`src/rnpd_pkg.sv`:
```
// Constants and types shared by the reset, interrupt and power-down control
package rnpd_pkg;

  // ----------------------------------------------------------------------
  // Clock and pin timing
  // ----------------------------------------------------------------------
  localparam int CLK_MHZ = 40;
  localparam int RST_SPIKE_NS = 10;
  localparam int RST_ACCEPT_NS = 100;
  // Longest pulse that is rejected: a least time, so round up, at least 1
  localparam int RST_SPIKE_CYC_RAW = (RST_SPIKE_NS * CLK_MHZ + 999) / 1000;
  localparam int RST_SPIKE_CYC = (RST_SPIKE_CYC_RAW < 1) ? 1 :
                                 RST_SPIKE_CYC_RAW;
  // Pulse that must pass: a longest time, so round down, at least 1
  localparam int RST_ACCEPT_CYC_RAW = (RST_ACCEPT_NS * CLK_MHZ) / 1000;
  localparam int RST_ACCEPT_CYC = (RST_ACCEPT_CYC_RAW < 1) ? 1 :
                                  RST_ACCEPT_CYC_RAW;
  localparam int LOWCNT_W = 3;
  localparam logic [LOWCNT_W-1:0] LOWCNT_MAX = LOWCNT_W'(RST_ACCEPT_CYC);

  // ----------------------------------------------------------------------
  // Values after reset
  // ----------------------------------------------------------------------
  localparam logic [LOWCNT_W-1:0] LOWCNT_RST = 3'h0;
  localparam logic SYNC_RST = 1'b1;        // Pins idle high
  localparam logic DEV_RST_RST = 1'b1;     // Device held in reset
  localparam logic TRAP_RST = 1'b0;
  localparam logic IGN_RST = 1'b0;

  // ----------------------------------------------------------------------
  // Power state machine
  // ----------------------------------------------------------------------
  typedef enum logic [1:0] {
    PWR_RUN = 2'h1,
    PWR_DOWN = 2'h2
  } rnpd_pwr_t;

endpackage

```
`src/rnpd_nmi_if.sv`:
```
// Carrier for the synchronised interrupt pin level and its falling edge
`timescale 1ns/1ps
interface rnpd_nmi_if;
  logic level;   // Synchronised pin level
  logic fall;    // One-cycle pulse per falling edge

  modport src (output level, output fall);
  modport dst (input level, input fall);
endinterface

```
`src/rnpd_nmi_sync.sv`:
```
// Interrupt pin synchroniser with falling-edge detector
`timescale 1ns/1ps
module rnpd_nmi_sync (
  // Clock and reset
  input wire logic clk_sys_i,
  input wire logic reset_i,
  // Asynchronous pin
  input wire logic nmi_pin_i,
  // Synchronised result
  rnpd_nmi_if.src nmi
);

  logic s1_r;
  logic s2_r;
  logic s3_r;

  // Two-stage synchroniser, third stage only for the edge compare
  always_ff @(posedge clk_sys_i or posedge reset_i) begin
    if (reset_i) begin
      s1_r <= rnpd_pkg::SYNC_RST;
      s2_r <= rnpd_pkg::SYNC_RST;
      s3_r <= rnpd_pkg::SYNC_RST;
    end else begin
      s1_r <= nmi_pin_i;
      s2_r <= s1_r;
      s3_r <= s2_r;
    end
  end

  // Edge is taken after the sync so a slow edge cannot fire twice
  assign nmi.level = s2_r;
  assign nmi.fall = s3_r & ~s2_r;

  property p_fall_single;
    @(posedge clk_sys_i) disable iff (reset_i)
      nmi.fall |=> !nmi.fall;
  endproperty
  a_fall_single: assert property (p_fall_single)
    else $error("edge pulse lasted more than one cycle");

endmodule // rnpd_nmi_sync

```
`src/rnpd_ctrl.sv`:
```
// Reset pin filter, interrupt trap request and power-down gating
// Summary of operation
// Low reset pin with oscillator resets device
// Reject spikes, accept low pulses over 100ns
// Board holds pin low 100ns plus two clocks
// Interrupt pin falling edge requests trap routine
// Power-down instruction with interrupt low enters power-down
// Power-down instruction with interrupt high is ignored
// Synchronise interrupt pin; one request per edge
`timescale 1ns/1ps
module rnpd_ctrl (
  // Clock and reset
  input wire logic clk_sys_i,
  input wire logic reset_i,
  // Pins, active low, asynchronous
  input wire logic reset_input_pin_n_i,
  input wire logic nmi_pin_n_i,
  // From clock generation and CPU
  input wire logic osc_running_i,
  input wire logic power_down_instruction_i,
  input wire logic trap_ack_i,
  // Outputs
  output logic device_reset_o,
  output logic nmi_trap_req_o,
  output logic power_down_o,
  output logic power_down_ignored_o
);

  // ----------------------------------------------------------------------
  // Reset pin synchroniser and spike filter
  // ----------------------------------------------------------------------
  logic rpin_s1_r;
  logic rpin_s2_r;
  logic [rnpd_pkg::LOWCNT_W-1:0] lowcnt_r;
  logic [rnpd_pkg::LOWCNT_W-1:0] lowcnt_nxt;
  logic dev_rst_r;
  logic dev_rst_nxt;
  wire lowcnt_full = (lowcnt_r == rnpd_pkg::LOWCNT_MAX);

  // Count consecutive low samples; any high sample restarts the count
  assign lowcnt_nxt = rpin_s2_r ? rnpd_pkg::LOWCNT_RST :
                      lowcnt_full ? lowcnt_r :
                      rnpd_pkg::LOWCNT_W'(lowcnt_r + 3'h1);
  // Reset only once the pin has stayed low long enough, clock alive
  assign dev_rst_nxt = osc_running_i &
                       (lowcnt_nxt == rnpd_pkg::LOWCNT_MAX);

  // Sampling at 25 ns already hides most sub-10 ns spikes; the count
  // guarantees a single-sample glitch can never reach the device
  always_ff @(posedge clk_sys_i or posedge reset_i) begin
    if (reset_i) begin
      rpin_s1_r <= rnpd_pkg::SYNC_RST;
      rpin_s2_r <= rnpd_pkg::SYNC_RST;
      lowcnt_r <= rnpd_pkg::LOWCNT_RST;
      dev_rst_r <= rnpd_pkg::DEV_RST_RST;
    end else begin
      rpin_s1_r <= reset_input_pin_n_i;
      rpin_s2_r <= rpin_s1_r;
      lowcnt_r <= lowcnt_nxt;
      dev_rst_r <= dev_rst_nxt;
    end
  end

  assign device_reset_o = dev_rst_r;

  // ----------------------------------------------------------------------
  // Interrupt pin and trap request
  // ----------------------------------------------------------------------
  rnpd_nmi_if nmi ();

  rnpd_nmi_sync u_nmi_sync (
    .clk_sys_i(clk_sys_i),
    .reset_i(reset_i),
    .nmi_pin_i(nmi_pin_n_i),
    .nmi(nmi)
  );

  logic trap_r;
  logic trap_nxt;

  // A new edge in the acknowledge cycle wins, so no trap is lost
  assign trap_nxt = dev_rst_r ? rnpd_pkg::TRAP_RST :
                    nmi.fall ? 1'b1 :
                    (trap_ack_i ? 1'b0 : trap_r);

  always_ff @(posedge clk_sys_i or posedge reset_i) begin
    if (reset_i) begin
      trap_r <= rnpd_pkg::TRAP_RST;
    end else begin
      trap_r <= trap_nxt;
    end
  end

  assign nmi_trap_req_o = trap_r;

  // ----------------------------------------------------------------------
  // Power-down gating
  // ----------------------------------------------------------------------
  rnpd_pkg::rnpd_pwr_t state_r;
  rnpd_pkg::rnpd_pwr_t state_nxt;
  logic ign_r;
  logic ign_nxt;
  wire pd_req = power_down_instruction_i & ~dev_rst_r;
  wire pd_go = pd_req & ~nmi.level;
  wire pd_skip = pd_req & nmi.level;

  // Power-down is left only through a device reset
  always_comb begin
    state_nxt = state_r;
    unique case (state_r)
      rnpd_pkg::PWR_RUN: begin
        if (pd_go) begin
          state_nxt = rnpd_pkg::PWR_DOWN;
        end
      end
      rnpd_pkg::PWR_DOWN: begin
        if (dev_rst_r) begin
          state_nxt = rnpd_pkg::PWR_RUN;
        end
      end
      default: begin
        state_nxt = rnpd_pkg::PWR_RUN;
      end
    endcase
  end

  // Pulse that flags a refused power-down; the part keeps running
  assign ign_nxt = pd_skip & (state_r == rnpd_pkg::PWR_RUN);

  always_ff @(posedge clk_sys_i or posedge reset_i) begin
    if (reset_i) begin
      state_r <= rnpd_pkg::PWR_RUN;
      ign_r <= rnpd_pkg::IGN_RST;
    end else begin
      state_r <= state_nxt;
      ign_r <= ign_nxt;
    end
  end

  assign power_down_o = (state_r == rnpd_pkg::PWR_DOWN);
  assign power_down_ignored_o = ign_r;

  // ----------------------------------------------------------------------
  // Checks
  // ----------------------------------------------------------------------
  property p_reset_accept;
    @(posedge clk_sys_i) disable iff (reset_i)
      (!rpin_s2_r && osc_running_i) [*4] |=> device_reset_o;
  endproperty
  a_reset_accept: assert property (p_reset_accept)
    else $error("long low reset pin did not reset device");

  property p_spike_reject;
    @(posedge clk_sys_i) disable iff (reset_i)
      $rose(device_reset_o) |-> !$past(rpin_s2_r, 1) && !$past(rpin_s2_r, 4);
  endproperty
  a_spike_reject: assert property (p_spike_reject)
    else $error("reset entered on a short pulse");

  property p_reset_release;
    @(posedge clk_sys_i) disable iff (reset_i)
      rpin_s2_r |=> !device_reset_o;
  endproperty
  a_reset_release: assert property (p_reset_release)
    else $error("device reset held with pin high");

  property p_trap_set;
    @(posedge clk_sys_i) disable iff (reset_i)
      nmi.fall && !device_reset_o |=> nmi_trap_req_o;
  endproperty
  a_trap_set: assert property (p_trap_set)
    else $error("falling edge gave no trap request");

  property p_trap_hold;
    @(posedge clk_sys_i) disable iff (reset_i)
      nmi_trap_req_o && !trap_ack_i && !device_reset_o |=> nmi_trap_req_o;
  endproperty
  a_trap_hold: assert property (p_trap_hold)
    else $error("trap request dropped without acknowledge");

  property p_pd_enter;
    @(posedge clk_sys_i) disable iff (reset_i)
      power_down_instruction_i && !nmi.level && !device_reset_o
        |=> power_down_o;
  endproperty
  a_pd_enter: assert property (p_pd_enter)
    else $error("power-down not entered with interrupt pin low");

  property p_pd_ignore;
    @(posedge clk_sys_i) disable iff (reset_i)
      power_down_instruction_i && nmi.level && !power_down_o
        |=> !power_down_o && (power_down_ignored_o || $past(device_reset_o));
  endproperty
  a_pd_ignore: assert property (p_pd_ignore)
    else $error("power-down taken with interrupt pin high");

  property p_pd_hold;
    @(posedge clk_sys_i) disable iff (reset_i)
      power_down_o && !device_reset_o |=> power_down_o;
  endproperty
  a_pd_hold: assert property (p_pd_hold)
    else $error("power-down left without reset");

  property p_osc_gate;
    @(posedge clk_sys_i) disable iff (reset_i)
      !osc_running_i |=> !device_reset_o;
  endproperty
  a_osc_gate: assert property (p_osc_gate)
    else $error("device reset without running oscillator");

  property p_trap_refused;
    @(posedge clk_sys_i) disable iff (reset_i)
      device_reset_o |=> !nmi_trap_req_o;
  endproperty
  a_trap_refused: assert property (p_trap_refused)
    else $error("trap request kept during device reset");

  property p_trap_clear;
    @(posedge clk_sys_i) disable iff (reset_i)
      nmi_trap_req_o && trap_ack_i && !nmi.fall |=> !nmi_trap_req_o;
  endproperty
  a_trap_clear: assert property (p_trap_clear)
    else $error("trap request not cleared by acknowledge");

  property p_ign_running;
    @(posedge clk_sys_i) disable iff (reset_i)
      power_down_ignored_o |-> !power_down_o;
  endproperty
  a_ign_running: assert property (p_ign_running)
    else $error("refused power-down left the part powered down");

endmodule // rnpd_ctrl

```
`config.mk`:
```
export PLATFORM = sky130hd
export DESIGN_NAME = rnpd_ctrl
export DESIGN_NICKNAME = d
export VERILOG_FILES = /design/src/rnpd_pkg.sv /design/src/rnpd_nmi_if.sv /design/src/rnpd_nmi_sync.sv /design/src/rnpd_ctrl.sv
export SDC_FILE = /design/constraint.sdc
export NUM_CORES = 1
export LEC_CHECK = 0
export BUFFER_PORTS_ARGS = -buffer_cell sky130_fd_sc_hd__buf_2
export CAP_MARGIN = 20
export CORE_AREA = 2 2 39 41
export CTS_BUF_LIST = sky130_fd_sc_hd__clkbuf_16
export CTS_CLUSTER_SIZE = 20
export DETAILED_ROUTE_END_ITERATION = 6
export DIE_AREA = 0 0 41 43
export PLACE_DENSITY_LB_ADDON = 0.1
export SYNTH_ARGS = -nofsm -noshare
export SYNTH_HDL_FRONTEND = slang
export SYNTH_HIERARCHICAL = 1
export SYNTH_SLANG_ARGS = --single-unit
```
`constraint.sdc`:
```
create_clock -name clk_sys_i -period 1.7 [get_ports clk_sys_i]
set_clock_uncertainty 0.1 [all_clocks]
set_input_delay 0.34 -clock clk_sys_i [delete_from_list [all_inputs] [get_ports clk_sys_i]]
set_output_delay 0.34 -clock clk_sys_i [all_outputs]
set_load 0.03 [all_outputs]
```
==> reports/summary.log, run 1 <==
INFO  placement      place_hpwl=582um
INFO  routing        routedWlPerCell=11.5um
INFO  routing        drt_first_iter_violations=2
INFO  floorplan      floorplan.die_area=1760um2
INFO  synth          synth_top_flop_cell=sky130_fd_sc_hd__dfstp_2
INFO  global_route   track_usage=11.5%
INFO  synth          netlist.top_cell.by_area=sky130_fd_sc_hd__dfstp_2
INFO  layout         layout-drive-gt1-share=42.3%
INFO  synth          syn-instance-count=37
INFO  worst_setup_path crit_path_max_fanout=3
INFO  pwr            switching_power=166uW
INFO  placement      gp_congestion=0.661
INFO  placement      numPortBuffers=10
INFO  run_status     run_status=completed
INFO  routing        routed-via-count=296
INFO  pwr            power-per-cell-area=1300nW/um2
INFO  timing         setup_tns=0ns
INFO  pwr            netSwitchingFraction=19.5%
INFO  timing         part_of_the_cycle_the_worst_path_needs=84.6%
INFO  routing        dr.pass1.iters=3
INFO  pwr            p_int=686uW
INFO  worst_setup_path worst_ep_required_time=1.26ns
INFO  worst_setup_path critPathLaunch=state_r[0]$_DFFE_PP1P_
INFO  clock_network  cts_hold_buffers=1
INFO  floorplan      floorplan.die.height=43um
INFO  worst_setup_path number_of_cell_instances_on_the_worst_register_to_register_path=5
INFO  pwr            ir_worst_vdd=614uV
INFO  synth          synth-warning-count=6
INFO  routing        drt-vias-per-instance=4.35
INFO  worst_setup_path crit_chain=nor2b_1 > buf_2
INFO  timing         max_clock_freq=0.695GHz
INFO  min_path       hp-class=in -> reg
INFO  synth          synth-async-reset-ratio=100%
INFO  synth          flip_flop_and_latch_count_after_synthesis=13
INFO  routing        postRouteAntennaNets=0
INFO  timing         finalCriticalPeriod=1.44ns
INFO  synth          netlist-cell-type-count=17
INFO  pwr            pwr-share-seq=42.0%
INFO  timing         unrepaired_setup_endpoints_after_global_routing=no
INFO  min_path       min_delay_path_depth=1
INFO  clock_network  tritoncts_clock_tree=built
INFO  worst_setup_path worst_path_largest_cell_delay=0.53ns
INFO  synth          mappedNetlistArea=498um2
INFO  layout         final_nets=62
INFO  clock_network  cts_post_setup_buffers_inserted=0
INFO  layout         antenna_cells=0
INFO  pwr            fin_total_pwr=852uW
INFO  pwr            pwr-share-clk=48.9%
INFO  worst_setup_path cp_launch_type=register
INFO  timing         hold_slack=0.106ns
INFO  floorplan      core_area=1380um2
INFO  global_route   antenna_found_initial=0
INFO  worst_setup_path r2r_end=device_reset_o$_DFF_PP1_
INFO  worst_setup_path worst_setup_slack_for_register_to_register_paths=0.37ns
INFO  timing         timing.final.max_slew_violations=0
INFO  layout         layout.core_utilization=47.5%
INFO  worst_setup_path worstPathArrival=1.00ns
INFO  synth          synthDominantCellAreaShare=36.9%
INFO  clock_network  numCtsBuffers=3
INFO  clock_network  postCtsResizedCells=0
INFO  floorplan      start_util=36.0%
INFO  timing         finalHoldViolations=0
INFO  clock_network  clock_latency=0.23ns
INFO  worst_setup_path endpoint=power_down_o
INFO  clock_network  cts_max_level=1
INFO  placement      place_worst_setup_slack=0.360ns
INFO  floorplan      top_level_ports=11
INFO  clock_network  root_cell_of_the_clock_tree=sky130_fd_sc_hd__clkbuf_16
INFO  pwr            pwr-share-comb=9.1%
INFO  routing        detail_route.wirelength=779um
INFO  flow_run       maxCapViolations=0
INFO  synth          synthMostInstantiatedCell=sky130_fd_sc_hd__dfstp_2
INFO  synth          synth_fp_nets=46
INFO  synth          synth.avg_cell_area=13.5um2
INFO  timing         setup_viol=0
INFO  routing        drc_errors=0
INFO  timing         max_slew_headroom_at_the_worst_pin=74.3%
INFO  timing         tightestPinTransition=0.386ns
INFO  synth          synth_edf_count=0
INFO  worst_setup_path worst_setup_path_end_kind=output port
INFO  floorplan      die-width=41um
INFO  global_route   overflow=0
INFO  worst_setup_path worst_path_class_setup=reg -> out
INFO  worst_setup_path r2r-start=lowcnt_r[0]$_DFF_PP0_
INFO  synth          yosysSeqAreaShare=67.1%
INFO  timing         final_critical_path_setup_slack=0.262ns
INFO  clock_network  cts_sinks=13
INFO  pwr            total_leakage_power=0.000331uW
INFO  global_route   grt_pass1_vias=314
INFO  layout         area_growth_syn_to_layout=31.9%
INFO  clock_network  clk_transition_reported_paths=0.04ns
INFO  synth          post_synth_main_area_contributors=sky130_fd_sc_hd__dfstp_2 (37%), sky130_fd_sc_hd__dfrtp_1 (30%), sky130_fd_sc_hd__ha_1 (5.0%), sky130_fd_sc_hd__inv_1 (3.8%), sky130_fd_sc_hd__nor2_1 (3.0%)
INFO  clock_network  cts_buffer_depth=2
INFO  floorplan      rows=14
INFO  global_route   wire_length_of_the_first_global_routing_pass=1320um
INFO  synth          synth_top_cells_by_count=sky130_fd_sc_hd__dfstp_2 (7), sky130_fd_sc_hd__dfrtp_1 (6), sky130_fd_sc_hd__inv_1 (5)
INFO  global_route   grt_start_max_net_pins=11
INFO  worst_setup_path crit_path_top_delay_cell=sky130_fd_sc_hd__dfstp_2
power groups by stage:
stage | Clock (uW) | Sequential, uW | Combinational, uW
5_1_grt | 450 | 361 | 87.6
3_3_place_gp | 0 | 359 | 72.2
3_5_place_dp | 0 | 361 | 77.0
6_report | 417 | 358 | 77.7
4_1_cts | 429 | 358 | 80.0
2_1_floorplan | 0 | 367 | 45.8
sequential cells by signal (all words and copies together), names as in the netlist:
name / count
rpin_s1_r: 1
power_down_ignored_o: 1
device_reset_o: 1
u_nmi_sync/s1_r: 1
state_r: 2
u_nmi_sync/nmi.level: 1
lowcnt_r: 3
nmi_trap_req_o: 1
rpin_s2_r: 1
u_nmi_sync/s3_r: 1
cell usage in the layout, fill, tap and decap left out, types with 2 or more instances in the layout:
| master | count |
|---|---|
| sky130_fd_sc_hd__nor2_1 | 4 |
| sky130_fd_sc_hd__buf_2 | 10 |
| sky130_fd_sc_hd__dfstp_2 | 7 |
| sky130_fd_sc_hd__clkbuf_16 | 3 |
| sky130_fd_sc_hd__dfrtp_1 | 6 |
| sky130_fd_sc_hd__ha_1 | 2 |
| sky130_fd_sc_hd__inv_1 | 6 |
| sky130_fd_sc_hd__nor2b_1 | 2 |
kinds of logic (layout without fill, tap and decap cells):
family / after synthesis / count (layout) / share of synthesized area [%]
adder cells (fa/ha/maj): 2 / 2 / 5.02
AO/OA/AOI/OAI: 3 / 3 / 4.52
buffers and inverters: 5 / 20 / 3.77
XOR/XNOR: 1 / 1 / 1.76
AND/OR/NAND/NOR: 13 / 13 / 17.8
flip-flops: 13 / 13 / 67.1
worst max-delay path: cells and delay by family (launching register included):
kind | cells | cell delay (ns)
buffers and inverters | 1 | 0.18
flip-flops | 1 | 0.53
AND/OR/NAND/NOR | 1 | 0.06
through the flow:
stage                     cell area [um2]  cells
after floorplan                       498     37
after global placement                568     63
after detailed placement              568     63
after CTS                             657     68
after global routing                  657     68
final                                 657     68
area by class of cell:
class	count	area (um2)
Clock inverter	1	3.75
Timing Repair Buffer	11	60.1
Tap cell	16	20.0
Multi-Input combinational cell	19	145
Fill cell	133	727
Inverter	5	18.8
Clock buffer	3	75.1
Sequential cell	13	334
worst min-delay path by stage:
stage                        startpoint                         end  slack (ns)
global route                nmi_pin_n_i   u_nmi_sync/s1_r$_DFF_PP1_         0.1
global placement                reset_i  nmi_trap_req_o$_DFFE_PP0P_        0.23
detailed placement              reset_i       lowcnt_r[0]$_DFF_PP0_        0.24
floorplan                       reset_i       lowcnt_r[0]$_DFF_PP0_        0.08
finish              reset_input_pin_n_i         rpin_s1_r$_DFF_PP1_        0.11
CTS                 reset_input_pin_n_i         rpin_s1_r$_DFF_PP1_        0.10
metal layers:
metal | global-route usage [%] | part of all wire [%] | vias up | routed length, um
met5 | 0 | 0 | - | 0
met1 | 13.4 | 37 | 139 | 289
met4 | 8.00 | 0.51 | 0 | 4
li1 | - | - | 146 | -
met2 | 17.8 | 54 | 9 | 418
met3 | 2.09 | 8.5 | 2 | 66
(Power assumes the default switching activity.)
==> run 2, diff against run 1 <==
- clock period: 1.7 -> 1.25 ns (I/O delays scaled with it)
==> reports/summary.log, run 2 (synthesized netlist as in run 1, its figures left out) <==
INFO  worst_setup_path worst_ep_required_time=1.33ns [was 1.26 ns]
INFO  placement      place_hpwl=673um [was 582 um]
INFO  flow_run       maxCapViolations=0 [unchanged]
INFO  floorplan      core_area=1380um2 [unchanged]
INFO  layout         final_nets=65 [was 62]
INFO  layout         max_ffs_per_register=3 [unchanged]
INFO  min_path       hp-class=in -> reg [unchanged]
INFO  layout         layoutNonFillerInstCount=71 [was 68]
INFO  timing         setup_viol=4 [was 0]
INFO  timing         finalHoldViolations=0 [unchanged]
INFO  global_route   overflow=0 [unchanged]
INFO  clock_network  cts_max_level=1 [unchanged]
INFO  layout         layout-drive-gt1-share=47.3% [was 42.3%]
INFO  timing         unrepaired_setup_endpoints_after_global_routing=yes [was no]
INFO  clock_network  clock_latency=0.24ns [was 0.23 ns]
INFO  pwr            ir_worst_vdd=938uV [was 614 uV]
INFO  routing        postRouteAntennaNets=0 [unchanged]
INFO  floorplan      top_level_ports=11 [unchanged]
INFO  global_route   wire_length_of_the_first_global_routing_pass=1340um [was 1320 um]
INFO  timing         finalCriticalPeriod=1.38ns
INFO  clock_network  clk_transition_reported_paths=0.04ns [about the same]
INFO  global_route   groute.layer.met1.usage=11.0% [was 13.4%]
INFO  layout         top_register=lowcnt_r [unchanged]
INFO  worst_setup_path worst_setup_path_end_kind=register [was output port]
INFO  worst_setup_path cp_launch_type=register [unchanged]
INFO  timing         setup_tns=-0.274ns [was 0 ns]
INFO  floorplan      floorplan.die_area=1760um2 [unchanged]
INFO  global_route   track_usage=12.6% [was 11.5%]
INFO  clock_network  numCtsBuffers=3 [unchanged]
INFO  layout         area_growth_syn_to_layout=39.4% [was 31.9%]
INFO  timing         timing.final.max_slew_violations=0 [unchanged]
INFO  run_status     run_status=finished with violations [was completed]
INFO  floorplan      floorplan.die.height=43um [unchanged]
INFO  worst_setup_path crit_path_max_fanout=3 [unchanged]
INFO  global_route   antenna_found_initial=0 [unchanged]
INFO  clock_network  root_cell_of_the_clock_tree=sky130_fd_sc_hd__clkbuf_16 [unchanged]
INFO  layout         antenna_cells=0 [unchanged]
INFO  layout         largestRegisters=lowcnt_r x3, state_r x2 [unchanged]
INFO  timing         max_slew_headroom_at_the_worst_pin=74.4% [was 74.3%]
INFO  clock_network  cts_buffer_depth=2 [unchanged]
INFO  routing        detail_route.wirelength=844um [was 779 um]
INFO  layout         most-common-layout-cells=sky130_fd_sc_hd__buf_2 (8), sky130_fd_sc_hd__dfstp_2 (7), sky130_fd_sc_hd__inv_1 (6), sky130_fd_sc_hd__dfrtp_1 (6), sky130_fd_sc_hd__nor2_1 (4) [was sky130_fd_sc_hd__buf_2 (10), sky130_fd_sc_hd__dfstp_2 (7), sky130_fd_sc_hd__inv_1 (6), sky130_fd_sc_hd__dfrtp_1 (6), sky130_fd_sc_hd__nor2_1 (4)]
INFO  global_route   gr-max-usage-layer=met2 [unchanged]
INFO  worst_setup_path worst_path_class_setup=reg -> reg [was reg -> out]
INFO  worst_setup_path worstPathArrival=1.46ns [was 1.00 ns]
INFO  timing         tightestPinTransition=0.384ns [was 0.386 ns]
INFO  global_route   grt_start_max_net_pins=11 [unchanged]
INFO  clock_network  cts_sinks=13 [unchanged]
INFO  global_route   met2_usage=20.6% [was 17.8%]
INFO  floorplan      start_util=36.0% [unchanged]
INFO  clock_network  tritoncts_clock_tree=built [unchanged]
INFO  routing        routedWlPerCell=11.9um [was 11.5 um]
INFO  pwr            total_leakage_power=0.000348uW [was 0.000331 uW]
INFO  routing        drt_first_iter_violations=5 [was 2]
INFO  global_route   grt_pass1_vias=300 [was 314]
INFO  routing        routed-via-count=321 [was 296]
INFO  pwr            power-per-cell-area=1710nW/um2 [was 1300 nW/um2]
INFO  run_status     failed_checks=negative setup slack
INFO  placement      gp_congestion=0.646 [was 0.661]
INFO  placement      numPortBuffers=10 [unchanged]
INFO  placement      place_inst=64 [was 63]
INFO  routing        drc_errors=0 [unchanged]
INFO  floorplan      rows=14 [unchanged]
INFO  timing         final_critical_path_setup_slack=-0.135ns [was 0.262 ns]
INFO  timing         part_of_the_cycle_the_worst_path_needs=111%
INFO  floorplan      die-width=41um [unchanged]
INFO  global_route   grt.met3_usage=6.81% [was 2.09%]
INFO  timing         max_clock_freq=0.722GHz
INFO  routing        dr.pass1.iters=2 [was 3]
INFO  layout         final_common_cell=sky130_fd_sc_hd__buf_2 [unchanged]
INFO  routing        drt-vias-per-instance=4.52 [was 4.35]
[run 2: final timing paths]
path                                      startpoint                              to  slack (ns)  cells past startpoint
min reg2reg                u_nmi_sync/s1_r$_DFF_PP1_  u_nmi_sync/nmi.level$_DFF_PP1_        0.25                      0
max in group asynchronous                    reset_i          state_r[0]$_DFFE_PP1P_        0.29                      3
max                            lowcnt_r[0]$_DFF_PP0_        device_reset_o$_DFF_PP1_       -0.13                      5
min                                      nmi_pin_n_i       u_nmi_sync/s1_r$_DFF_PP1_        0.01                      1
min in group asynchronous                    reset_i      nmi_trap_req_o$_DFFE_PP0P_        0.45                      3
max reg2reg                    lowcnt_r[0]$_DFF_PP0_        device_reset_o$_DFF_PP1_       -0.13                      5
[run 2: final cells by class]
cell class,count,area [um2]
Clock buffer,3,75.1
Multi-Input combinational cell,19,148
Inverter,5,18.8
Fill cell,128,689
Clock inverter,1,3.75
Sequential cell,13,334
Timing Repair Buffer,14,95.1
Tap cell,16,20.0
[run 2: stage by stage]
step	setup slack (ns)	power [uW]	cell area (um2)	hold slack (ns)	utilization, %
floorplan	-0.00438	561	498	-0.0127	-
global placement	-0.0394	591	576	0.144	41.6
detailed placement	-0.128	604	576	0.151	41.6
CTS	-0.144	1200	687	0.00776	49.6
global route	-0.207	1250	694	0.000618	50.2
finish	-0.135	1190	694	0.0111	50.2
[run 2: repair_timing]
item,4_1_cts,5_1_grt
endpoints found under the setup margin,3,4
hold endpoints to repair,9,0
hold buffers,1,0
resized for setup,5,0
pin swaps,0,1
buffers inserted,1,1
cloned,0,0
[run 2: metal layers]
metal,vias to the layer above,share of wire [%]
met2,12,54
met4,0,2.0
met5,-,0
li1,152,-
met3,3,5.8
met1,154,38
[run 2: worst max-delay path, cell delays in order, from the launching register on]
cell and delay [ns]:
sky130_fd_sc_hd__dfrtp_1 0.39, sky130_fd_sc_hd__inv_1 0.08, sky130_fd_sc_hd__ha_1 0.15, sky130_fd_sc_hd__and3b_1 0.20, sky130_fd_sc_hd__nor3_2 0.20, sky130_fd_sc_hd__and4b_1 0.21
[run 2: where the power goes]
group          switching (uW)  internal (uW)
logic                    62.8           62.5
registers                21.0            465
clock network             156            420
total                     239            948
